<file path="config.mk">
export PLATFORM = sky130hd
export DESIGN_NAME = ptc_regs
export DESIGN_NICKNAME = d
export VERILOG_FILES = /design/src/ptc_pkg.sv /design/src/ptc_regs.sv
export SDC_FILE = /design/constraint.sdc
export NUM_CORES = 1
export LEC_CHECK = 0
export ABC_AREA = 1
export BUFFER_PORTS_ARGS = -buffer_cell sky130_fd_sc_hd__buf_4
export CAP_MARGIN = 15
export CORE_MARGIN = 2
export CORE_UTILIZATION = 47
export CTS_BUF_LIST = sky130_fd_sc_hd__clkbuf_4 sky130_fd_sc_hd__clkbuf_8
export CTS_CLUSTER_SIZE = 16
export DETAILED_ROUTE_END_ITERATION = 8
export PLACE_DENSITY = 0.82
export SYNTH_ARGS = -nofsm -noshare
export SYNTH_HDL_FRONTEND = slang
export SYNTH_SLANG_ARGS = --single-unit
</file>
<file path="constraint.sdc">
create_clock -name clk_i -period 4.6 [get_ports clk_i]
set_input_delay 0.46 -clock clk_i [delete_from_list [all_inputs] [get_ports clk_i]]
set_output_delay 0.46 -clock clk_i [all_outputs]
set_load 0.01 [all_outputs]
</file>
<file path="src/ptc_pkg.sv">
package ptc_pkg;
  // register indices; byte address is four times the index
  localparam logic [7:0] IDX_TENBASE = 8'h1A;
  localparam logic [7:0] IDX_DRVTEST = 8'h1B;
  localparam logic [7:0] IDX_EXTRA = 8'h1C;
  localparam int ADR_W = 10;
  // serial control fields
  localparam int TB_JABBER_OFF = 0;
  localparam int TB_HEARTBEAT_OFF = 1;
  localparam logic [15:0] TB_RESET = 16'h0804;
  // driver test / self-test extension fields
  localparam int DT_TALLY_LO = 8;
  localparam int DT_NONSTOP = 5;
  localparam int DT_PATTERN_ON = 4;
  localparam int DT_SPACING = 2;
  localparam int DT_CHOICE_LO = 0;
  localparam logic [7:0] DT_RW_MASK = 8'hFF;
  localparam logic [7:0] DT_RESET = 8'h00;
  localparam logic [7:0] TALLY_MAX = 8'hFF;
  // extra control
  localparam int EX_RESTART = 9;
  // pattern choices
  localparam logic [1:0] PAT_DATA_END1 = 2'h0;
  localparam logic [1:0] PAT_DATA_END2 = 2'h1;
  localparam logic [1:0] PAT_LINK_PULSE = 2'h2;
  localparam logic [1:0] PAT_TONE = 2'h3;
  // timing
  localparam int CLK_NS = 10;
  localparam int GAP_SHORT_NS = 10000;
  localparam int GAP_LONG_NS = 15000;
  localparam int GAP_SHORT_CYC = (GAP_SHORT_NS + CLK_NS - 1) / CLK_NS;
  localparam int GAP_LONG_CYC = (GAP_LONG_NS + CLK_NS - 1) / CLK_NS;
  localparam int GAP_W = 11;

  typedef enum logic [2:0] {
    PTC_IDLE = 3'h1,
    PTC_SEND = 3'h2,
    PTC_GAP = 3'h4
  } ptc_pat_state_t;

  typedef struct packed {
    logic [15:0] tenbase;
    logic [7:0] drvtest;
    logic [7:0] tally;
    logic restart;
    logic ack;
    logic [31:0] rdata;
    logic heartbeat_en;
    logic jabber_en;
    logic nonstop;
    ptc_pat_state_t pat;
    logic [GAP_W-1:0] gap_cnt;
    logic seq_start;
    logic [1:0] choice;
  } ptc_state_t;
endpackage : ptc_pkg

</file>
<file path="src/ptc_regs.sv">
`timescale 1ns/1ps
`default_nettype none

// Overview of operation
// RL1: heartbeat-off bit suppresses heartbeat, half-duplex 10Mb
// RL2: 100Mb or full duplex forces heartbeat off
// RL3: jabber-guard-off disables jabber, 10BASE-T only
// RL4: eight-bit tally counts errored self-test nibbles
// RL5: tally clears when self-test restarts
// RL6: tally saturates at maximum, never wraps
// RL7: nonstop bit sends pseudo-random data without gaps
// RL8: software sets jabber-off before 10Mb nonstop
// RL9: driver-pattern-on enables 10Mb pattern generator
// RL10: spacing bit picks 15 or 10 us gap
// RL11: choice selects end-marker data, link pulses, tone
// RL12: logic restart resets logic, keeps registers, self-clears
// RL13: reserved extra-control fields ignore writes, read zero
// RL14: software writes reserved bits to documented values
module ptc_regs
  import ptc_pkg::*;
(
  input wire logic clk_i,
  input wire logic rst_i,
  input wire logic cyc_i,
  input wire logic stb_i,
  input wire logic we_i,
  input wire logic [ADR_W-1:0] adr_i,
  input wire logic [3:0] sel_i,
  input wire logic [31:0] dat_i,
  output logic [31:0] dat_o,
  output logic ack_o,
  input wire logic speed_100_i,
  input wire logic full_duplex_i,
  input wire logic selftest_run_i,
  input wire logic selftest_restart_i,
  input wire logic selftest_nibble_err_i,
  input wire logic pattern_seq_done_i,
  output logic heartbeat_en_o,
  output logic jabber_en_o,
  output logic selftest_nonstop_o,
  output logic pattern_active_o,
  output logic pattern_seq_start_o,
  output logic [1:0] driver_pattern_choice_o,
  output logic logic_restart_o
);

  ////////////////////////////////////////////////////////////////////////////
  function automatic logic [15:0] lane_merge(
    input logic [15:0] old,
    input logic [31:0] data,
    input logic [3:0] sel
  );
    logic [15:0] res;
    res = old;
    if (sel[0]) begin
      res[7:0] = data[7:0];
    end
    if (sel[1]) begin
      res[15:8] = data[15:8];
    end
    return res;
  endfunction : lane_merge

  function automatic logic [GAP_W-1:0] gap_load(input logic long_gap);
    return long_gap ? GAP_W'(GAP_LONG_CYC - 1) : GAP_W'(GAP_SHORT_CYC - 1);
  endfunction : gap_load

  ////////////////////////////////////////////////////////////////////////////
  ptc_state_t s_reg;
  ptc_state_t s_next;

  logic req;
  logic wr_take;
  logic [7:0] idx;
  logic [15:0] merged;
  logic pat_on;
  logic half10;

  assign req = cyc_i & stb_i;
  // writes land on the edge where ack is seen, as the master expects
  assign wr_take = req & we_i & s_reg.ack;
  assign idx = adr_i[ADR_W-1:2];
  assign pat_on = s_reg.drvtest[DT_PATTERN_ON];
  assign half10 = ~speed_100_i & ~full_duplex_i;

  always_comb begin
    s_next = s_reg;
    merged = 16'h0000;
    s_next.ack = req & ~s_reg.ack;
    s_next.restart = 1'b0; // RL12
    s_next.seq_start = 1'b0;

    // read data captured with ack; unmapped reads give zero
    s_next.rdata = 32'h0000_0000;
    if (req & ~s_reg.ack & ~we_i) begin
      unique case (idx)
        IDX_TENBASE: s_next.rdata = {16'h0000, s_reg.tenbase};
        IDX_DRVTEST: s_next.rdata = {16'h0000, s_reg.tally, s_reg.drvtest}; // RL4
        IDX_EXTRA: s_next.rdata = {22'h0, s_reg.restart, 9'h000}; // RL13
        default: s_next.rdata = 32'h0000_0000;
      endcase
    end

    // register writes; unmapped writes are acked and dropped
    if (wr_take) begin
      unique case (idx)
        IDX_TENBASE: s_next.tenbase = lane_merge(s_reg.tenbase, dat_i, sel_i);
        IDX_DRVTEST: begin
          merged = lane_merge({s_reg.tally, s_reg.drvtest}, dat_i, sel_i);
          s_next.drvtest = merged[7:0] & DT_RW_MASK; // RL4
        end
        IDX_EXTRA: begin
          if (sel_i[1]) begin
            s_next.restart = dat_i[EX_RESTART]; // RL12 RL13
          end
        end
        default: s_next.restart = 1'b0;
      endcase
    end

    // errored-nibble tally; an error beside a restart still counts
    if (selftest_restart_i) begin
      s_next.tally = 8'h00; // RL5
    end
    if (selftest_run_i & selftest_nibble_err_i) begin
      if (selftest_restart_i) begin
        s_next.tally = 8'h01;
      end else if (s_reg.tally != TALLY_MAX) begin
        s_next.tally = s_reg.tally + 8'h01; // RL4 RL6
      end
    end

    // line controls
    s_next.heartbeat_en = half10 & ~s_reg.tenbase[TB_HEARTBEAT_OFF]; // RL1 RL2
    s_next.jabber_en = ~speed_100_i & ~s_reg.tenbase[TB_JABBER_OFF]; // RL3
    // jabber must already be off at 10Mb for an unbroken stream
    s_next.nonstop = s_reg.drvtest[DT_NONSTOP]; // RL7 RL8
    s_next.choice = s_reg.drvtest[DT_CHOICE_LO +: 2]; // RL11

    // pattern sequencer
    unique case (s_reg.pat)
      PTC_IDLE: begin
        if (pat_on) begin
          s_next.pat = PTC_SEND; // RL9
          s_next.seq_start = 1'b1;
        end
      end
      PTC_SEND: begin
        // the tone runs without breaks, so it never enters the gap
        if (pattern_seq_done_i && s_reg.choice != PAT_TONE) begin
          s_next.pat = PTC_GAP;
          s_next.gap_cnt = gap_load(s_reg.drvtest[DT_SPACING]); // RL10
        end
      end
      PTC_GAP: begin
        if (s_reg.gap_cnt == '0) begin
          s_next.pat = PTC_SEND;
          s_next.seq_start = 1'b1;
        end else begin
          s_next.gap_cnt = s_reg.gap_cnt - GAP_W'(1);
        end
      end
      default: s_next.pat = PTC_IDLE;
    endcase
    if (!pat_on || s_reg.restart) begin
      s_next.pat = PTC_IDLE; // RL9 RL12
      s_next.seq_start = 1'b0;
      s_next.gap_cnt = '0;
    end
  end

  always_ff @(posedge clk_i) begin
    if (rst_i) begin
      s_reg.tenbase <= TB_RESET;
      s_reg.drvtest <= DT_RESET;
      s_reg.tally <= 8'h00;
      s_reg.restart <= 1'b0;
      s_reg.ack <= 1'b0;
      s_reg.rdata <= 32'h0000_0000;
      s_reg.heartbeat_en <= 1'b0;
      s_reg.jabber_en <= 1'b0;
      s_reg.nonstop <= 1'b0;
      s_reg.pat <= PTC_IDLE;
      s_reg.gap_cnt <= '0;
      s_reg.seq_start <= 1'b0;
      s_reg.choice <= PAT_DATA_END1;
    end else begin
      s_reg <= s_next;
    end
  end

  ////////////////////////////////////////////////////////////////////////////
  assign dat_o = s_reg.rdata;
  assign ack_o = s_reg.ack;
  assign heartbeat_en_o = s_reg.heartbeat_en;
  assign jabber_en_o = s_reg.jabber_en;
  assign selftest_nonstop_o = s_reg.nonstop;
  assign pattern_active_o = s_reg.pat != PTC_IDLE;
  assign pattern_seq_start_o = s_reg.seq_start;
  assign driver_pattern_choice_o = s_reg.choice;
  assign logic_restart_o = s_reg.restart;
endmodule : ptc_regs

`default_nettype wire

</file>
==> results of run 1 <==
[power groups by stage]
stage	Clock, mW	Sequential [mW]	Combinational (mW)
2_1_floorplan	0	0.623	0.0331
3_3_place_gp	0	0.623	0.0542
3_5_place_dp	0	0.623	0.0549
4_1_cts	0.436	0.609	0.0553
5_1_grt	0.468	0.609	0.0615
6_report	0.435	0.609	0.0554
[kinds of logic (layout without fill, tap and decap cells)]
kind of cell / count (synthesis) / after routing / synth area share [%]
XOR/XNOR: 1 / 1 / 0.272
AND/OR/NAND/NOR: 213 / 213 / 28.5
flip-flops: 70 / 70 / 43.6
adder cells (fa/ha/maj): 2 / 2 / 0.778
buffers and inverters: 93 / 126 / 15.1
other: 1 / 16 / 0.117
AO/OA/AOI/OAI: 70 / 70 / 11.6
[cells in the mapped netlist, drive strengths merged (2+ instances only)]
library cell  number  share of area (%)
nand2             91                 11
nor2              76                9.1
dfxtp             70                 44
inv               49                5.7
buf               40                8.9
o21ai             32                5.0
a21oi             28                4.4
nand3             23                4.0
nor3              13                2.5
a22oi              7                1.6
nand4              5               0.97
clkbuf             4               0.47
ha                 2               0.78
nand3b             2               0.58
[layout make-up]
cell class                      instances  area (sq um)
Sequential cell                        70          1400
Inverter                               49           184
Timing Repair Buffer                   61           458
Clock inverter                          6          38.8
Multi-Input combinational cell        302          1390
Tap cell                               80           100
Clock buffer                           10           131
Fill cell                             612          3020
[per-stage QoR]
step	cell area [sq um]	std cells	worst slack [ps]	power, mW	hold slack, ps
detailed placement	3530	562	2300	0.678	449
floorplan	3270	465	3120	0.656	421
finish	3700	578	2610	1.10	265
global route	3700	578	2410	1.14	259
CTS	3700	578	2670	1.10	263
global placement	3530	562	2360	0.677	438
[critical path, cell delays in order (launching register included)]
cell	delay, ps
dfxtp_1	380
nor2_1	60
nand2_1	200
inv_1	240
nand3_1	140
nand2_1	260
nor2_1	350
inv_1	100
nor2_1	110
nor2_1	40
[per-layer routing]
layer | up-vias | wire length, microns | global-route usage (%)
met4 | 0 | 119 | 9.23
met1 | 1288 | 3010 | 23.0
met5 | - | 0 | 0
met3 | 15 | 467 | 4.76
li1 | 1475 | - | -
met2 | 89 | 3250 | 32.7
[worst max path at each step]
stage / slack, ps / end / cells past startpoint
2_1_floorplan: 3120 / dat_o[13] / 7
3_3_place_gp: 2360 / s_reg[82] / 7
3_5_place_dp: 2300 / s_reg[82] / 7
4_1_cts: 2670 / s_reg[82] / 7
5_1_grt: 2410 / s_reg[12] / 8
6_report: 2610 / s_reg[7] / 9
==> metrics, run 1 <==
largest net degree at the start of global routing 26; setup TNS 0 ps; Final Cycle Share 43.3%; sw frac 24.2%; Min Clock Period, post-route 1990 ps; Overflow after GRT 0; vias per inst 4.96; PwrDens 297 nW/um^2; Slew @ Worst Pin 1080 ps; Synth Register Bits 70; synth warn 0; first-pass GRT wire length 11400 microns; total track usage 19.3%; PortBufs 61; hold path depth 2; vias in the first global route 2630; final slew viol count 0; drt wl/cell 11.9 microns; Die ar. 7520 sq um; Gate power share 5.0%; total CTS buffers 9; CTS tree done; Top-Level Pins 98; Psw 0.266 mW; antenna violations before repair 0; clock skew 13.7 ps; gpl congestion 0.897; r2r endpoint s_reg[7]; crit path max fanout 11; Mapped Area 3220 sq um; Sequential Power Share 55.4%; Int Power 0.833 mW; share of cells above drive strength 1 17.9%; Critical Path Start s_reg[15]; CP Data Required Time 4850 ps; Final ANT Viol Nets 0; die height 86.7 microns; Peak VDD IR 0.146 mV; RR Startpoint s_reg[15]; postcts setup bufs 0; post_cts resized 0; Seq/Total Area, Yosys 43.6%; max FFs per register 42; Worst-Skew Late Latency 350 ps; WP data arrival 2240 ps; Async S/R FF share, synth 0%; most common cell after layout, fill and taps aside nand2_1; Hold Path End heartbeat_en_o; Post-Syn Instances 450; Netlist cell types 31; crit end category register; cells on worst reg2reg path 9; Finished Core Util 55.0%; Iteration-0 DRC Markers 102; Final Hold Vio Count 0; EDFF count, synth 0; outcome finished clean; clock-pin slew on the worst setup and hold paths 80 ps; routed vias 2867; final net count 552; Root Driver clkbuf_8; dpl hpwl 4910 microns; WS Path Type reg -> reg; Synth Flop Type dfxtp_1; Layout area overhead 15.0%; worst relative slew slack 27.6%; HP Class in -> reg; DRC 0; Final setup viols 0; clock power share 39.6%; Max Cap Violations 0; min-delay src full_duplex_i; Clock Tree Buf Depth 2; Diodes inserted 0; hold_buf cts 0; r2r setup slk 2610 ps; router iterations before antenna repair 4; CORE AREA 6720 sq um; row cnt 30; CP Launch Type register; H-Tree Depth 3; drt total wl 6850 microns; Leak 1.63 nW; highest-count cells in the layout ignoring fill and taps nand2_1, nor2_1, dfxtp_1, buf_4, inv_1; RSZ-0062 raised after global routing no; synthesized area per cell 7.15 sq um; Initial Util 47.9%; clock sinks 70; Max Clk Rate 0.502 GHz; Die W 86.7 microns
Power figures use the tool's default switching activity.
==> inputs of run 2 (changes only) <==
--- a/config.mk
+++ b/config.mk
@@ -5,7 +5,7 @@
 export SDC_FILE = /design/constraint.sdc
 export NUM_CORES = 1
 export LEC_CHECK = 0
-export ABC_AREA = 1
+export ABC_AREA = 0
 export BUFFER_PORTS_ARGS = -buffer_cell sky130_fd_sc_hd__buf_4
 export CAP_MARGIN = 15
 export CORE_MARGIN = 2
@@ -13,7 +13,7 @@
 export CTS_BUF_LIST = sky130_fd_sc_hd__clkbuf_4 sky130_fd_sc_hd__clkbuf_8
 export CTS_CLUSTER_SIZE = 16
 export DETAILED_ROUTE_END_ITERATION = 8
-export PLACE_DENSITY = 0.82
+export PLACE_DENSITY = 0.84
 export SYNTH_ARGS = -nofsm -noshare
 export SYNTH_HDL_FRONTEND = slang
 export SYNTH_SLANG_ARGS = --single-unit
==> constraint.sdc (replaced) <==
create_clock -name clk_i -period 1.7 [get_ports clk_i]
set_input_delay 0.17 -clock clk_i [delete_from_list [all_inputs] [get_ports clk_i]]
set_output_delay 0.17 -clock clk_i [all_outputs]
set_load 0.01 [all_outputs]
==> metrics, run 2 <==
max FFs per register 42 (unchanged); vias per inst 5.57 (+12%); clock power share 45.9% (+6.3 points); Final Hold Vio Count 0 (unchanged); area leader, netlist dfxtp_1; CP Data Required Time 1950 ps (-2900 ps); highest-count cells in the layout ignoring fill and taps buf_4, dfxtp_1, nor2_1, nand2b_1, o21ai_0; router iterations before antenna repair 5 (+1); largest net degree at the start of global routing 33 (+27%); drt total wl 8480 microns (+24%); Layout area overhead 27.4%; worst setup margin -141 ps (-2750 ps); sw frac 22.3% (-1.8 points); Die ar. 7920 sq um (+5.3%); Final setup viols 13 (+13); overall power 3.36 mW (+210%); Final Cycle Share 108% (+65 points); Async S/R FF share, synth 0% (unchanged); top-area cell type share of the netlist area 41.3% (-2.3 points); min-delay src adr_i[2]; Max Cap Violations 0 (unchanged); HP Class in -> reg; CTS tree done; crit path cell chain inv_2 > ha_4 > or4b_4 > o31a_1 > or3_1 > and3_1; share of cells above drive strength 1 29.9% (+12 points); DRC 0 (unchanged); Psw 0.751 mW (+180%); cells on worst reg2reg path 6 (-3); Final ANT Viol Nets 0 (unchanged); Seq/Total Area, Yosys 41.3% (-2.3 points); first-pass GRT wire length 13600 microns (+19%); row cnt 30 (unchanged); most common cell after layout, fill and taps aside buf_4; drt wl/cell 15.0 microns (+27%); vias in the first global route 2913 (+11%); Root Driver clkbuf_8; EDFF count, synth 0 (unchanged); hold path depth 2 (unchanged); Clock Tree Buf Depth 2 (unchanged); Finished Core Util 62.6% (+7.6 points); Synth Register Bits 70 (unchanged); Final Instance Area 4320 sq um (+17%); failing checks setup timing; synth warn 0 (unchanged); WP data arrival 2090 ps (-150 ps); Worst-Skew Late Latency 350 ps (about the same); Peak VDD IR 0.503 mV (+240%); Synth Flop Type dfxtp_1; Max Clk Rate 0.543 GHz (+8.2%); WS Path Type reg -> reg; clock skew 11.7 ps (-2.00 ps); crit path max fanout 3 (-8); Leak 1.66 nW (+1.9%); outcome finished, violations left; die height 89.0 microns (+2.6%); most frequent cell after synthesis dfxtp_1; CORE AREA 6910 sq um (+2.8%); PortBufs 61 (unchanged); Overflow after GRT 0 (unchanged); worst path buffer plus inverter count 1 (-1); final hold slack 18.1 ps (-247 ps); Die W 89.0 microns (+2.6%); Critical Path Start s_reg[4]; RSZ-0062 raised after global routing yes; antenna violations before repair 0 (unchanged); final slew viol count 0 (unchanged); Gate power share 5.1% (about the same); CP Depth 6 (-3); clock sinks 70 (unchanged); CP Launch Type register; gpl congestion 0.943 (+5.1%); Iteration-0 DRC Markers 248 (+140%); Top-Level Pins 98 (unchanged); H-Tree Depth 3 (unchanged); total CTS buffers 9 (unchanged); Post-Syn Instances 394 (-12%); Diodes inserted 0 (unchanged); Mapped Area 3390 sq um (+5.5%); Post-synth top cells dfxtp_1, buf_4, nor2_1, nand2b_1, o21ai_0; Post-Place Cell Area 3990 sq um (+13%); dpl hpwl 5970 microns (+22%); top post-synthesis cells by area dfxtp_1, buf_4, nand2b_1; Netlist cell types 53 (+71%); Int Power 2.61 mW (+210%); routed vias 3141 (+9.6%); PwrDens 777 nW/um^2 (+160%); Sequential Power Share 49.0% (-6.4 points); final net count 522 (-5.4%); synthesized area per cell 8.62 sq um (+21%); Slowest cell on crit path or4b_4; delay of the slowest cell on the worst path 450 ps (+70 ps); Initial Util 49.1% (+1.3 points); clock-pin slew on the worst setup and hold paths 80 ps (about the same); Min Clock Period, post-route 1840 ps (-151 ps); total track usage 22.4% (+3.0 points); RR Startpoint s_reg[4]; Crit path max-delay family simple AND/OR/NAND/NOR gates; crit end category register
run 2: cells by family after synthesis:
group | synth area share (%)
XOR/XNOR | 0.258
other | 0.110
multiplexers | 2.65
flip-flops | 41.3
buffers and inverters | 10.5
adder cells (fa/ha/maj) | 0.737
AO/OA/AOI/OAI | 17.2
AND/OR/NAND/NOR | 27.2
run 2: stage by stage:
step,cells,worst slack [ps],setup TNS (ps)
finish,564,-141,-1080
global route,564,-158,-1620
CTS,564,-140,-901
detailed placement,544,-191,-1610
global placement,544,-163,-1260
floorplan,409,-199,-1090
run 2: timing repair:
action,CTS,global route
buffers inserted,1,0
endpoints found under the setup margin,13,15
hold buffers,3,0
gates resized for setup,9,5
endpoints found under the hold margin,2,0
pin swaps,4,1
run 2: worst paths after layout:
path	end	slack (ps)
max reg2reg	s_reg[11]	-140
max	s_reg[11]	-140
min	logic_restart_o	20
min reg2reg	s_reg[84]	480
run 2: area by class of cell:
class / count / area, sq um
multi-input combinational: 279 / 1770
timing repair buffer: 100 / 787
inverter: 3 / 11.3
clock inverter: 6 / 93.8
clock buffer: 10 / 138
tap: 96 / 120
fill: 629 / 2580
sequential: 70 / 1400
run 2: layer usage:
metal | global-route usage (%) | part of all wire [%] | vias up
li1 | - | - | 1513
met1 | 29.8 | 45 | 1497
met2 | 34.9 | 47 | 114
met3 | 4.06 | 6.4 | 17
met4 | 11.3 | 2.4 | 0
met5 | 0 | 0 | -
run 2: power groups by stage:
| stage | registers [mW] | clock network [mW] | logic, mW |
|---|---|---|---|
| after floorplan | 1.69 | 0 | 0.0931 |
| after global placement | 1.68 | 0 | 0.161 |
| after detailed placement | 1.69 | 0 | 0.164 |
| after CTS | 1.65 | 1.56 | 0.169 |
| after global routing | 1.65 | 1.62 | 0.186 |
| final | 1.65 | 1.54 | 0.170 |
